## config.mk

```make
export PLATFORM = sky130hd
export DESIGN_NAME = irq_channel_regs
export DESIGN_NICKNAME = d
export VERILOG_FILES = /design/src/irq_channel_pkg.sv /design/src/irq_channel_regs.sv
export SDC_FILE = /design/constraint.sdc
export NUM_CORES = 2
export LEC_CHECK = 0
export BUFFER_PORTS_ARGS = -buffer_cell sky130_fd_sc_hd__buf_2
export CORE_MARGIN = 2
export CORE_UTILIZATION = 55
export DETAILED_ROUTE_END_ITERATION = 10
export GPL_TIMING_DRIVEN = 1
export HOLD_SLACK_MARGIN = 0.03
export PLACE_DENSITY = 0.78
export SYNTH_ARGS = -nofsm -noshare
export SYNTH_HDL_FRONTEND = slang
export SYNTH_SLANG_ARGS = --single-unit
```

## constraint.sdc

```tcl
create_clock -name aclk -period 65.3 [get_ports aclk]
set_input_delay 9.795 -clock aclk [delete_from_list [all_inputs] [get_ports aclk]]
set_output_delay 9.795 -clock aclk [all_outputs]
set_load 0.01 [all_outputs]
```

## src/irq_channel_pkg.sv

```systemverilog
// constants shared by the interrupt channel register block
package irq_channel_pkg;

    // ==========================================================
    // bus geometry, channel counts and field widths
    localparam int ADDR_W = 8;
    localparam int DATA_W = 32;
    localparam int NUM_CH = 32;
    localparam int NUM_FAST = 2;
    localparam int PRIO_W = 4;
    localparam int CHAN_W = 5;
    localparam int VEC_W = 16;

    // ==========================================================
    // register byte offsets
    localparam logic [ADDR_W-1:0] VECTOR_READOUT_OFS = 8'h18;
    localparam logic [ADDR_W-1:0] FAST_CHANNEL_CONTROL_OFS = 8'h1c;
    localparam logic [ADDR_W-1:0] CHANNEL_ENABLE_OFS = 8'h20;
    localparam logic [ADDR_W-1:0] CHANNEL_PENDING_OFS = 8'h40;
    localparam logic [ADDR_W-1:0] SOURCE_FIRST_OFS = 8'h60;
    localparam logic [ADDR_W-1:0] SOURCE_LAST_OFS = 8'hdc;

    // ==========================================================
    // field positions
    localparam int FAST_ENABLE_LSB = 0;
    localparam int FAST_PENDING_LSB = 2;
    localparam int SOURCE_VECTOR_LSB = 16;
    localparam int SOURCE_PRIO_LSB = 0;

    // ==========================================================
    // reset values
    localparam logic [DATA_W-1:0] REG_RESET = 32'h0000_0000;
    localparam logic [PRIO_W-1:0] PRIO_RESET = 4'h0;
    localparam logic [VEC_W-1:0] VECTOR_RESET = 16'h0000;

    // ==========================================================
    // priority stack and bus answers
    localparam int STACK_DEPTH = 16;
    localparam int SP_W = 5;
    localparam logic [1:0] RESP_OKAY = 2'h0;
    localparam logic [1:0] RESP_SLVERR = 2'h2;

endpackage

```

## src/irq_channel_regs.sv

```systemverilog
// channel enable, pending and source registers with priority stack
//
// Overview of operation
// fast channel answers only when enabled
// fast request sets its pending bit
// fast pending: write one clears, hardware never
// thirty-two read-write channel enable bits
// disabled channel never sets its pending bit
// pending set by enabled request, held
// channel pending cleared by writing one
// serviced channel clear is end-of-interrupt, pops
// irq line held until vector read/reset
// early clear of serviced bit still pops
// software clears serviced bit at routine end
// disable globally before clearing other channels
// global enable low freezes stack, pop lost
// thirty-two source registers at 60h to DCh
// source upper half supplied on vector read
// source low nibble holds priority, resets zero
// serve only above current priority; zero never
// reserved bits read as zero
// vector read starts service, blocks lower levels
// fast request when pending and enabled
`timescale 1ns/1ps
module irq_channel_regs
    import irq_channel_pkg::*;
(
    // clock and reset
    input  wire logic                              aclk,
    input  wire logic                              aresetn,
    // axi4-lite write address and data
    input  wire logic [irq_channel_pkg::ADDR_W-1:0] awaddr,
    input  wire logic [2:0]                        awprot,
    input  wire logic                              awvalid,
    output logic                                   awready,
    input  wire logic [irq_channel_pkg::DATA_W-1:0] wdata,
    input  wire logic [3:0]                        wstrb,
    input  wire logic                              wvalid,
    output logic                                   wready,
    // axi4-lite write response
    output logic [1:0]                             bresp,
    output logic                                   bvalid,
    input  wire logic                              bready,
    // axi4-lite read
    input  wire logic [irq_channel_pkg::ADDR_W-1:0] araddr,
    input  wire logic [2:0]                        arprot,
    input  wire logic                              arvalid,
    output logic                                   arready,
    output logic [irq_channel_pkg::DATA_W-1:0]     rdata,
    output logic [1:0]                             rresp,
    output logic                                   rvalid,
    input  wire logic                              rready,
    // peripheral request lines
    input  wire logic [irq_channel_pkg::NUM_CH-1:0] channel_request,
    input  wire logic [irq_channel_pkg::NUM_FAST-1:0] fast_request,
    // rest of the controller
    input  wire logic                              normal_irq_enable,
    input  wire logic                              controller_soft_reset,
    input  wire logic [irq_channel_pkg::VEC_W-1:0] vector_base_high,
    // processor side
    output logic                                   processor_irq_line,
    output logic                                   fast_irq_request,
    output logic [irq_channel_pkg::PRIO_W-1:0]     current_service_priority,
    output logic [irq_channel_pkg::CHAN_W-1:0]     current_channel
);

    // ==========================================================
    // state
    logic [NUM_FAST-1:0]              fast_channel_enable;
    logic [NUM_FAST-1:0]              fast_channel_pending;
    logic [NUM_CH-1:0]                channel_enable_bits;
    logic [NUM_CH-1:0]                channel_pending_bits;
    logic [VEC_W-1:0]                 source_vector_part [NUM_CH];
    logic [PRIO_W-1:0]                source_priority_level [NUM_CH];
    logic [PRIO_W+CHAN_W-1:0]         prio_stack [STACK_DEPTH];
    logic [SP_W-1:0]                  stack_ptr;
    logic [CHAN_W-1:0]                irq_channel;

    logic [ADDR_W-1:0]                aw_addr;
    logic                             aw_full;
    logic [DATA_W-1:0]                w_data;
    logic [3:0]                       w_strb;
    logic                             w_full;

    // ==========================================================
    // write channel
    logic                             wr_fire;
    logic [DATA_W-1:0]                byte_mask;
    logic [DATA_W-1:0]                wr_ones;
    logic                             wr_is_source;
    logic [CHAN_W-1:0]                wr_index;
    logic [ADDR_W-1:0]                wr_rel;
    logic                             wr_mapped;

    assign wr_fire = aw_full && w_full && !bvalid;
    assign byte_mask = {{8{w_strb[3]}}, {8{w_strb[2]}}, {8{w_strb[1]}}, {8{w_strb[0]}}};
    assign wr_ones = w_data & byte_mask;
    assign wr_rel = aw_addr - SOURCE_FIRST_OFS;
    assign wr_index = wr_rel[CHAN_W+1:2];
    assign wr_is_source = (aw_addr >= SOURCE_FIRST_OFS) && (aw_addr <= SOURCE_LAST_OFS)
                          && (aw_addr[1:0] == 2'h0);
    assign wr_mapped = wr_is_source || aw_addr == VECTOR_READOUT_OFS
                       || aw_addr == FAST_CHANNEL_CONTROL_OFS
                       || aw_addr == CHANNEL_ENABLE_OFS || aw_addr == CHANNEL_PENDING_OFS;

    always_ff @(posedge aclk)
    begin
        if (!aresetn)
        begin
            aw_full <= 1'b0;
            awready <= 1'b0;
            aw_addr <= '0;
        end
        else if (awvalid && awready)
        begin
            aw_full <= 1'b1;
            awready <= 1'b0;
            aw_addr <= awaddr;
        end
        else if (wr_fire)
        begin
            aw_full <= 1'b0;
            awready <= 1'b1;
        end
        else
            awready <= !aw_full;
    end

    always_ff @(posedge aclk)
    begin
        if (!aresetn)
        begin
            w_full <= 1'b0;
            wready <= 1'b0;
            w_data <= '0;
            w_strb <= 4'h0;
        end
        else if (wvalid && wready)
        begin
            w_full <= 1'b1;
            wready <= 1'b0;
            w_data <= wdata;
            w_strb <= wstrb;
        end
        else if (wr_fire)
        begin
            w_full <= 1'b0;
            wready <= 1'b1;
        end
        else
            wready <= !w_full;
    end

    always_ff @(posedge aclk)
    begin
        if (!aresetn)
        begin
            bvalid <= 1'b0;
            bresp <= RESP_OKAY;
        end
        else if (wr_fire)
        begin
            bvalid <= 1'b1;
            bresp <= wr_mapped ? RESP_OKAY : RESP_SLVERR;
        end
        else if (bready)
            bvalid <= 1'b0;
    end

    // ==========================================================
    // fast channels
    logic [NUM_FAST-1:0]              fast_clear;
    assign fast_clear = (wr_fire && aw_addr == FAST_CHANNEL_CONTROL_OFS)
                        ? wr_ones[FAST_PENDING_LSB +: NUM_FAST] : '0;

    always_ff @(posedge aclk)
    begin
        if (!aresetn)
            fast_channel_enable <= '0;
        else if (wr_fire && aw_addr == FAST_CHANNEL_CONTROL_OFS && w_strb[0])
            fast_channel_enable <= w_data[FAST_ENABLE_LSB +: NUM_FAST];
    end

    // request sets win over a same-cycle clear; only software clears
    always_ff @(posedge aclk)
    begin
        if (!aresetn)
            fast_channel_pending <= '0;
        else
            fast_channel_pending <= (fast_channel_pending & ~fast_clear) | fast_request;
    end

    always_ff @(posedge aclk)
    begin
        if (!aresetn)
            fast_irq_request <= 1'b0;
        else
            fast_irq_request <= |(fast_channel_pending & fast_channel_enable);
    end

    // ==========================================================
    // normal channels
    logic [NUM_CH-1:0]                pend_clear;
    assign pend_clear = (wr_fire && aw_addr == CHANNEL_PENDING_OFS) ? wr_ones : '0;

    always_ff @(posedge aclk)
    begin
        if (!aresetn)
            channel_enable_bits <= REG_RESET;
        else if (wr_fire && aw_addr == CHANNEL_ENABLE_OFS)
            channel_enable_bits <= (channel_enable_bits & ~byte_mask) | wr_ones;
    end

    genvar gi;
    generate
        for (gi = 0; gi < NUM_CH; gi++)
        begin : g_chan
            // set wins over clear so a request in the clearing cycle is kept
            always_ff @(posedge aclk)
            begin
                if (!aresetn)
                    channel_pending_bits[gi] <= 1'b0;
                else if (channel_enable_bits[gi] && channel_request[gi])
                    channel_pending_bits[gi] <= 1'b1;
                else if (pend_clear[gi])
                    channel_pending_bits[gi] <= 1'b0;
            end

            always_ff @(posedge aclk)
            begin
                if (!aresetn)
                begin
                    source_vector_part[gi] <= VECTOR_RESET;
                    source_priority_level[gi] <= PRIO_RESET;
                end
                else if (wr_fire && wr_is_source && wr_index == CHAN_W'(gi))
                begin
                    if (w_strb[2])
                        source_vector_part[gi][7:0] <= w_data[SOURCE_VECTOR_LSB +: 8];
                    if (w_strb[3])
                        source_vector_part[gi][15:8] <= w_data[SOURCE_VECTOR_LSB+8 +: 8];
                    if (w_strb[0])
                        source_priority_level[gi] <= w_data[SOURCE_PRIO_LSB +: PRIO_W];
                end
            end
        end
    endgenerate

    // ==========================================================
    // arbitration: highest level above the current one, lowest channel on a tie
    logic                             best_found;
    logic [CHAN_W-1:0]                best_chan;
    logic [PRIO_W-1:0]                best_prio;

    always_comb
    begin
        best_found = 1'b0;
        best_chan = '0;
        best_prio = current_service_priority;
        for (int i = 0; i < NUM_CH; i++)
        begin
            // a level-zero channel can never exceed the current level
            if (channel_pending_bits[i] && channel_enable_bits[i]
                && source_priority_level[i] > best_prio)
            begin
                best_found = 1'b1;
                best_chan = CHAN_W'(i);
                best_prio = source_priority_level[i];
            end
        end
    end

    // ==========================================================
    // read channel
    logic                             rd_fire;
    logic                             vector_read;
    logic [DATA_W-1:0]                rd_mux;
    logic                             rd_mapped;
    logic [ADDR_W-1:0]                rd_rel;
    logic [CHAN_W-1:0]                rd_index;

    assign rd_fire = arvalid && arready;
    assign vector_read = rd_fire && araddr == VECTOR_READOUT_OFS;
    assign rd_rel = araddr - SOURCE_FIRST_OFS;
    assign rd_index = rd_rel[CHAN_W+1:2];

    always_comb
    begin
        rd_mux = REG_RESET;
        rd_mapped = 1'b1;
        if (araddr == VECTOR_READOUT_OFS)
            rd_mux = {vector_base_high, source_vector_part[irq_channel]};
        else if (araddr == FAST_CHANNEL_CONTROL_OFS)
            rd_mux[3:0] = {fast_channel_pending, fast_channel_enable};
        else if (araddr == CHANNEL_ENABLE_OFS)
            rd_mux = channel_enable_bits;
        else if (araddr == CHANNEL_PENDING_OFS)
            rd_mux = channel_pending_bits;
        else if (araddr >= SOURCE_FIRST_OFS && araddr <= SOURCE_LAST_OFS
                 && araddr[1:0] == 2'h0)
        begin
            rd_mux[31:16] = source_vector_part[rd_index];
            rd_mux[3:0] = source_priority_level[rd_index];
        end
        else
            rd_mapped = 1'b0;
    end

    always_ff @(posedge aclk)
    begin
        if (!aresetn)
        begin
            arready <= 1'b0;
            rvalid <= 1'b0;
            rdata <= REG_RESET;
            rresp <= RESP_OKAY;
        end
        else if (rd_fire)
        begin
            arready <= 1'b0;
            rvalid <= 1'b1;
            rdata <= rd_mux;
            rresp <= rd_mapped ? RESP_OKAY : RESP_SLVERR;
        end
        else if (rvalid && rready)
        begin
            rvalid <= 1'b0;
            arready <= 1'b1;
        end
        else
            arready <= !rvalid;
    end

    // ==========================================================
    // processor request line and priority stack
    logic                             in_service;
    logic                             eoi;
    logic                             do_push;
    logic                             do_pop;

    assign in_service = stack_ptr != '0;
    // clearing the serviced bit ends service at once, even mid-routine
    assign eoi = in_service && pend_clear[current_channel];
    // with the global enable low the stack is frozen and the pop is simply lost
    assign do_pop = eoi && normal_irq_enable;
    assign do_push = vector_read && processor_irq_line && normal_irq_enable
                     && stack_ptr < SP_W'(STACK_DEPTH);

    // only a vector read or a controller reset drops the line
    always_ff @(posedge aclk)
    begin
        if (!aresetn || controller_soft_reset)
        begin
            processor_irq_line <= 1'b0;
            irq_channel <= '0;
        end
        else if (processor_irq_line)
        begin
            if (vector_read)
                processor_irq_line <= 1'b0;
        end
        else if (normal_irq_enable && best_found)
        begin
            processor_irq_line <= 1'b1;
            irq_channel <= best_chan;
        end
    end

    // a pop in the same cycle as a push is lost: the push branch takes precedence
    always_ff @(posedge aclk)
    begin
        if (!aresetn || controller_soft_reset)
        begin
            stack_ptr <= '0;
            current_service_priority <= PRIO_RESET;
            current_channel <= '0;
        end
        else if (do_push)
        begin
            prio_stack[stack_ptr[3:0]] <= {current_service_priority, current_channel};
            stack_ptr <= stack_ptr + SP_W'(1);
            current_service_priority <= source_priority_level[irq_channel];
            current_channel <= irq_channel;
        end
        else if (do_pop)
        begin
            stack_ptr <= stack_ptr - SP_W'(1);
            {current_service_priority, current_channel} <= prio_stack[stack_ptr[3:0] - 4'h1];
        end
    end

endmodule

```

### Word level (Yosys, flattened, before mapping)

Memories as Yosys holds them, arrays and structs flattened. A register that Yosys moved wholly into a read port is not among the register bits.
Cells that the tools add are included.

* divide/modulo/power cells: 0
* shifts and indexed selects: 0
* order comparisons: 38
* mux-type cells: 592
* add/sub/neg operators: 5
* multipliers: 0
* reductions and logical operators: 206
* equality and inequality tests: 39
* bitwise logic cells: 106

Operator list (count)
* $mux W8: 64
* $mux W1: 411
* $mux W4: 68
* $mux W5: 38
* $logic_and A1 B1 Y1: 150
* $gt A4 B4 Y1: 32
* $mux W32: 3
* $or A1 B1 Y1: 96
* $eq A5 B5 Y1 const B: 16
* $reduce_bool A2 Y1: 37
* $and A32 B32 Y32: 2
* $eq A5 B4 Y1 const B: 8
* $eq A8 B5 Y1 const B: 4
* $mux W16: 2
* $not A32 Y32: 1
* $or A32 B32 Y32: 1
* $mux W28: 1
* $eq A5 B3 Y1 const B: 4
* $eq A8 B6 Y1 const B: 2
* $eq A8 B7 Y1 const B: 2
* $ge A8 B7 Y1 const B: 2
* $le A8 B8 Y1 const B: 2
* $sub A7 B7 Y7 const B: 2
* $mux W12: 1
* other kinds (20): 37

* logic and storage cells: 1043
* register bits after elaboration: 176
* ROM bits: 0
* memories kept: 3
* input bits: 117
* output and inout bits: 52
* bits in writable memories: 784
* latch bits: 0

Memories
* source_vector_part: depth 32, width 16, read ports 2, clocked after Yosys merged registers in 1, wr ports 32, line irq_channel_regs.sv:73 `logic [VEC_W-1:0] source_vector_part [NUM_CH];`
* prio_stack: depth 16, width 9, read ports 1, clocked after Yosys merged registers in 0, wr ports 1, line irq_channel_regs.sv:75 `logic [PRIO_W+CHAN_W-1:0] prio_stack [STACK_DEPTH];`
* source_priority_level: depth 32, width 4, read ports 34, clocked after Yosys merged registers in 1, wr ports 32, line irq_channel_regs.sv:74 `logic [PRIO_W-1:0] source_priority_level [NUM_CH];`

### Logic depth before layout (Yosys ltp)

An unclocked memory read counts as a cell.

* depth in word-level cells: 101
* depth in mapped cells: 283
* mapped depth without buffers: 276

### Worst setup path after synthesis

OpenSTA, ideal clock, no wires.

* path type: register to register
* from: reg current_service_priority[1] (netlist bit)
* to: reg with a tool-made name
* clock period less this slack: 48700 ps
* path slack: 16600 ps
* path buffers: 8
* setup time: 143 ps
* arrival: 48557 ps
* stages on the path, launching flop included: 255
* required time: 65157 ps
* path through: dfxtp_1 > inv_1 > ha_1 > nor2b_1 > o211ai_1 > a21o_1 > nand2_1 > o21ai_0 > ha_1 > nor2b_1 > o221ai_1 > a21boi_0 > o21ai_1 > mux2_2 > ha_1 > inv_1 > a21o_1 > a21oi_1 > [... 219 more ...] > nor2b_1 > o21a_1 > o21a_1 > o2111ai_1 > nor2_1 > a21o_1 > ha_1 > nor2b_1 > o21a_1 > o21a_1 > o2111ai_1 > nand4_1 > nor4_1 > nand2_1 > and4b_1 > a31oi_1 > a21oi_1 > a311oi_1

RTL lines
* from (decl): line irq_channel_regs.sv:63 `output logic [irq_channel_pkg::PRIO_W-1:0] current_service_priority,`
* from (signal assigned): line irq_channel_regs.sv:382 `current_service_priority <= source_priority_level[irq_channel];`
* from (signal assigned): line irq_channel_regs.sv:388 `{current_service_priority, current_channel} <= prio_stack[stack_ptr[3:0] - 4'h1];`

### Worst setup path in the final report

* from: reg current_service_priority[1] (netlist bit)
* to: reg irq_channel[0]

* longest elaborated chain between the ends: 98
* elaborated cells between the ends (all ways): 160
* those cells by class: order compare (32); mux (94); reduce/logical (34)

RTL lines
* $gt A4 B4 Y1: line irq_channel_regs.sv:264 `&& source_priority_level[i] > best_prio)`
* $logic_and A1 B1 Y1: line irq_channel_regs.sv:264
* $mux W4: line irq_channel_regs.sv:263 `if (channel_pending_bits[i] && channel_enable_bits[i]`
* $gt A4 B4 Y1: line irq_channel_regs.sv:264
* $logic_and A1 B1 Y1: line irq_channel_regs.sv:264
* $mux W4: line irq_channel_regs.sv:263
* $gt A4 B4 Y1: line irq_channel_regs.sv:264
* $logic_and A1 B1 Y1: line irq_channel_regs.sv:264
* [... 82 more ...]
* $gt A4 B4 Y1: line irq_channel_regs.sv:264
* $logic_and A1 B1 Y1: line irq_channel_regs.sv:264
* $mux W4: line irq_channel_regs.sv:263
* $gt A4 B4 Y1: line irq_channel_regs.sv:264
* $logic_and A1 B1 Y1: line irq_channel_regs.sv:264
* $mux W1: line irq_channel_regs.sv:263
* $logic_and A1 B1 Y1: line irq_channel_regs.sv:362 `else if (normal_irq_enable && best_found)`
* $reduce_and A2 Y1 (no line)
* to (signal assigned): line irq_channel_regs.sv:365 `irq_channel <= best_chan;`
* to (decl): line irq_channel_regs.sv:77 `logic [CHAN_W-1:0] irq_channel;`

Several ways; a longest one is shown, not always the timed one.
A chain may end at the register's enable or synchronous reset.

==> summary.md <==
| Metric | Value |
|---|---|
| Core ar. | `100000 um^2` |
| Critical Path Max Stage Delay | `0.74 ns` |
| Post-Route Skew | `0.0641 ns` |
| I/O Pins | `169` |
| Worst Hold Class | `reg -> reg` |
| Via density per instance | `6.94` |
| GRT Overall Usage | `0.335` |
| Post-layout util | `0.605` |
| Most frequent cell after synthesis | `edfxtp_1` |
| RSZ-0062 raised after global routing | `false` |
| Top cell family by delay on the critical path | `compound AO/OA/AOI/OAI gates` |
| Detailed Place HPWL | `121000 um` |
| TritonCTS Buffers | `97` |
| Clock Pin Slew Worst Setup and Hold Paths | `0.06 ns` |
| Final setup fails | `0` |
| Post-route cell area | `60700 um^2` |
| Synth Instances | `4619` |
| Crit path max fanout | `19` |
| CP arrival | `59.13 ns` |
| Library cells used by synthesis | `116` |
| Detailed-route via count | `41780` |
| Buf/Inv on CP | `23` |
| Setup tns final | `0 ns` |
| Layout area overhead | `8.96%` |
| First-pass GRT wire length | `257000 um` |
| Final min period | `58.64 ns` |
| Total power | `1.34 mW` |
| CP required | `65.79 ns` |
| Chip Height | `322 um` |
| Critical path type | `reg -> reg` |
| Critical path's slowest cell | `dfxtp_1` |
| CTS resizes | `0` |
| Fin worst setup slack | `6.66 ns` |
| Final ANT Viol Nets | `0` |
| H-tree Lvls | `3` |
| Initial antenna violation count | `14` |
| Worst vdd ir | `0.0183 mV` |
| Initial Utilization | `0.556` |
| Primary FF master, synth | `edfxtp_1` |
| PortBufs | `160` |
| Warnings from Yosys | `0` |
| 1st-iter DRT viols | `6724` |
| Setup Buffers After CTS | `0` |
| Number of global-route vias before repair | `39583` |
| Worst setup SP type | `flip-flop` |
| Tcrit/Tclk final | `0.898` |
| WL final | `175000 um` |
| Placed Area | `57600 um^2` |
| Root Driver | `clkbuf_16` |
| DR pass1 iterations | `10` |
| Clock Latency Late Sink | `0.70 ns` |
| Synthesized flop and latch total | `963` |
| Max Fclk | `0.0171 GHz` |
| FFs w/ async S/R, synth | `0` |
| Placed Cells incl. Taps | `5835` |
| Seq/Total Area, Yosys | `0.487` |
| DRC viols | `0` |
| Crit. End Element | `flip-flop` |
| Worst hold slack | `0.472 ns` |
| Failing checks | `max-slew violations` |
| Top post-synthesis cells by count | `edfxtp_1 (784), nand2_1 (561), and3_1 (537), mux4_2 (442), clkbuf_1 (342)` |
| Layout cells sized above 1 | `0.213` |
| Max cap viols | `0` |
| Headroom to the max-slew limit | `-0.0804` |
| Post-synth top area share | `0.423` |
| Drt wl/cell | `29.1 um` |
| Final net count | `4781` |
| Clock tree sinks | `963` |
| Worst-Margin Slew | `1.62 ns` |
| GPL Wtd Cong | `1.02` |
| Max-slew violation count | `3` |
| Yosys top cell by area | `edfxtp_1` |
| EDFF count, synth | `784` |
| Largest net degree at the start of global routing | `152` |
| Grt ovf | `0` |
| Mapped Avg Cell Area | `12.1 um^2` |
| Die Span X | `322 um` |
| P per Cell Area | `22.1 nW/um^2` |
| Leakage | `22.6 nW` |
| Final hold vios | `0` |
| Max clock buf depth | `3` |
| Mapped Area | `55700 um^2` |
| Synth area leaders | `edfxtp_1 (42%), mux4_2 (18%), dfxtp_1 (6.4%)` |
| Status | `finished, violations left` |
| Placement Setup Slack | `8.00 ns` |
| Most frequent cell on the critical path | `ha_1` |
| Site Rows | `116` |
| Finished Layout Cells | `6023` |
| Die area | `104000 um^2` |
| CTS hold repair buffers | `0` |
| TritonCTS clock tree | `yes` |
[state kept, by name, summed over array words and instances, names as in the netlist, 5 cells and up, named ones only]
signal                 flops
source_vector_part       512
prio_stack               144
source_priority_level    128
channel_pending_bits      32
rdata                     32
w_data                    32
aw_addr                    8
current_channel            5
irq_channel                5
stack_ptr                  5
[logic make-up after synthesis]
logic type,synth area share
AOI/OAI and AO/OA,0.0857
xor gates and xnor gates,0.00737
adders and majority gates,0.0218
buffers and inverters,0.0366
DFF,0.487
muxes,0.204
other,0.0000673
and+or+nand+nor,0.158
[cell type report]
cell class,count,area [um^2]
antenna,8,20.0
timing repair buffer,264,1620
clock buffer,145,2750
tap,1357,1700
sequential,963,27100
multi-input combinational,3123,26700
inverter,128,480
fill,7523,39600
clock inverter,35,342
[metal layers]
metal / vias up / part of all wire / global-route usage
met2: 3094 / 0.45 / 0.507
li1: 17681 / - / -
met4: 14 / 0.069 / 0.201
met3: 569 / 0.14 / 0.0972
met5: - / 0.00074 / 0
met1: 20422 / 0.35 / 0.429
[where the power goes]
| group | switching [mW] | internal, mW |
|---|---|---|
| Sequential | 0.0134 | 0.677 |
| Clock | 0.245 | 0.302 |
| Combinational | 0.0642 | 0.0395 |
| Total | 0.323 | 1.02 |
[path summary, 6_finish.rpt]
path / slack, ns / cells after the start / endpoint / startpoint
hold reg to reg: 0.47 / 2 / w_strb[3] / w_strb[3]
setup / recovery: 6.66 / 250 / irq_channel[0] / current_service_priority[1]
hold / removal: 0.47 / 2 / w_strb[3] / w_strb[3]
setup reg to reg: 6.66 / 250 / irq_channel[0] / current_service_priority[1]
[cell usage in the layout, fill, tap and decap left out, types with 84 or more instances in the layout]
| master | netlist | final |
|---|---|---|
| buf_2 | 5 | 156 |
| inv_1 | 127 | 127 |
| and3_1 | 537 | 537 |
| buf_4 | 3 | 104 |
| edfxtp_1 | 784 | 784 |
| nand2_1 | 561 | 560 |
| nor2_1 | 316 | 303 |
| clkbuf_16 | 0 | 98 |
| a21oi_1 | 102 | 102 |
| nand3_1 | 88 | 88 |
| ha_1 | 86 | 86 |
| o21ai_0 | 84 | 84 |
| mux4_2 | 442 | 442 |
| dfxtp_1 | 179 | 170 |
[worst reg2reg max path: cells and delay by family, from the launching register on]
kind                     cells  cell delay [ns]
adder cells (fa/ha/maj)     35             9.96
AO/OA/AOI/OAI               94            22.28
AND/OR/NAND/NOR             73            15.45
multiplexers                25             8.27
buffers and inverters       23             1.81
flip-flops                   1             0.74
No activity file was read; power rests on OpenSTA's default activity.
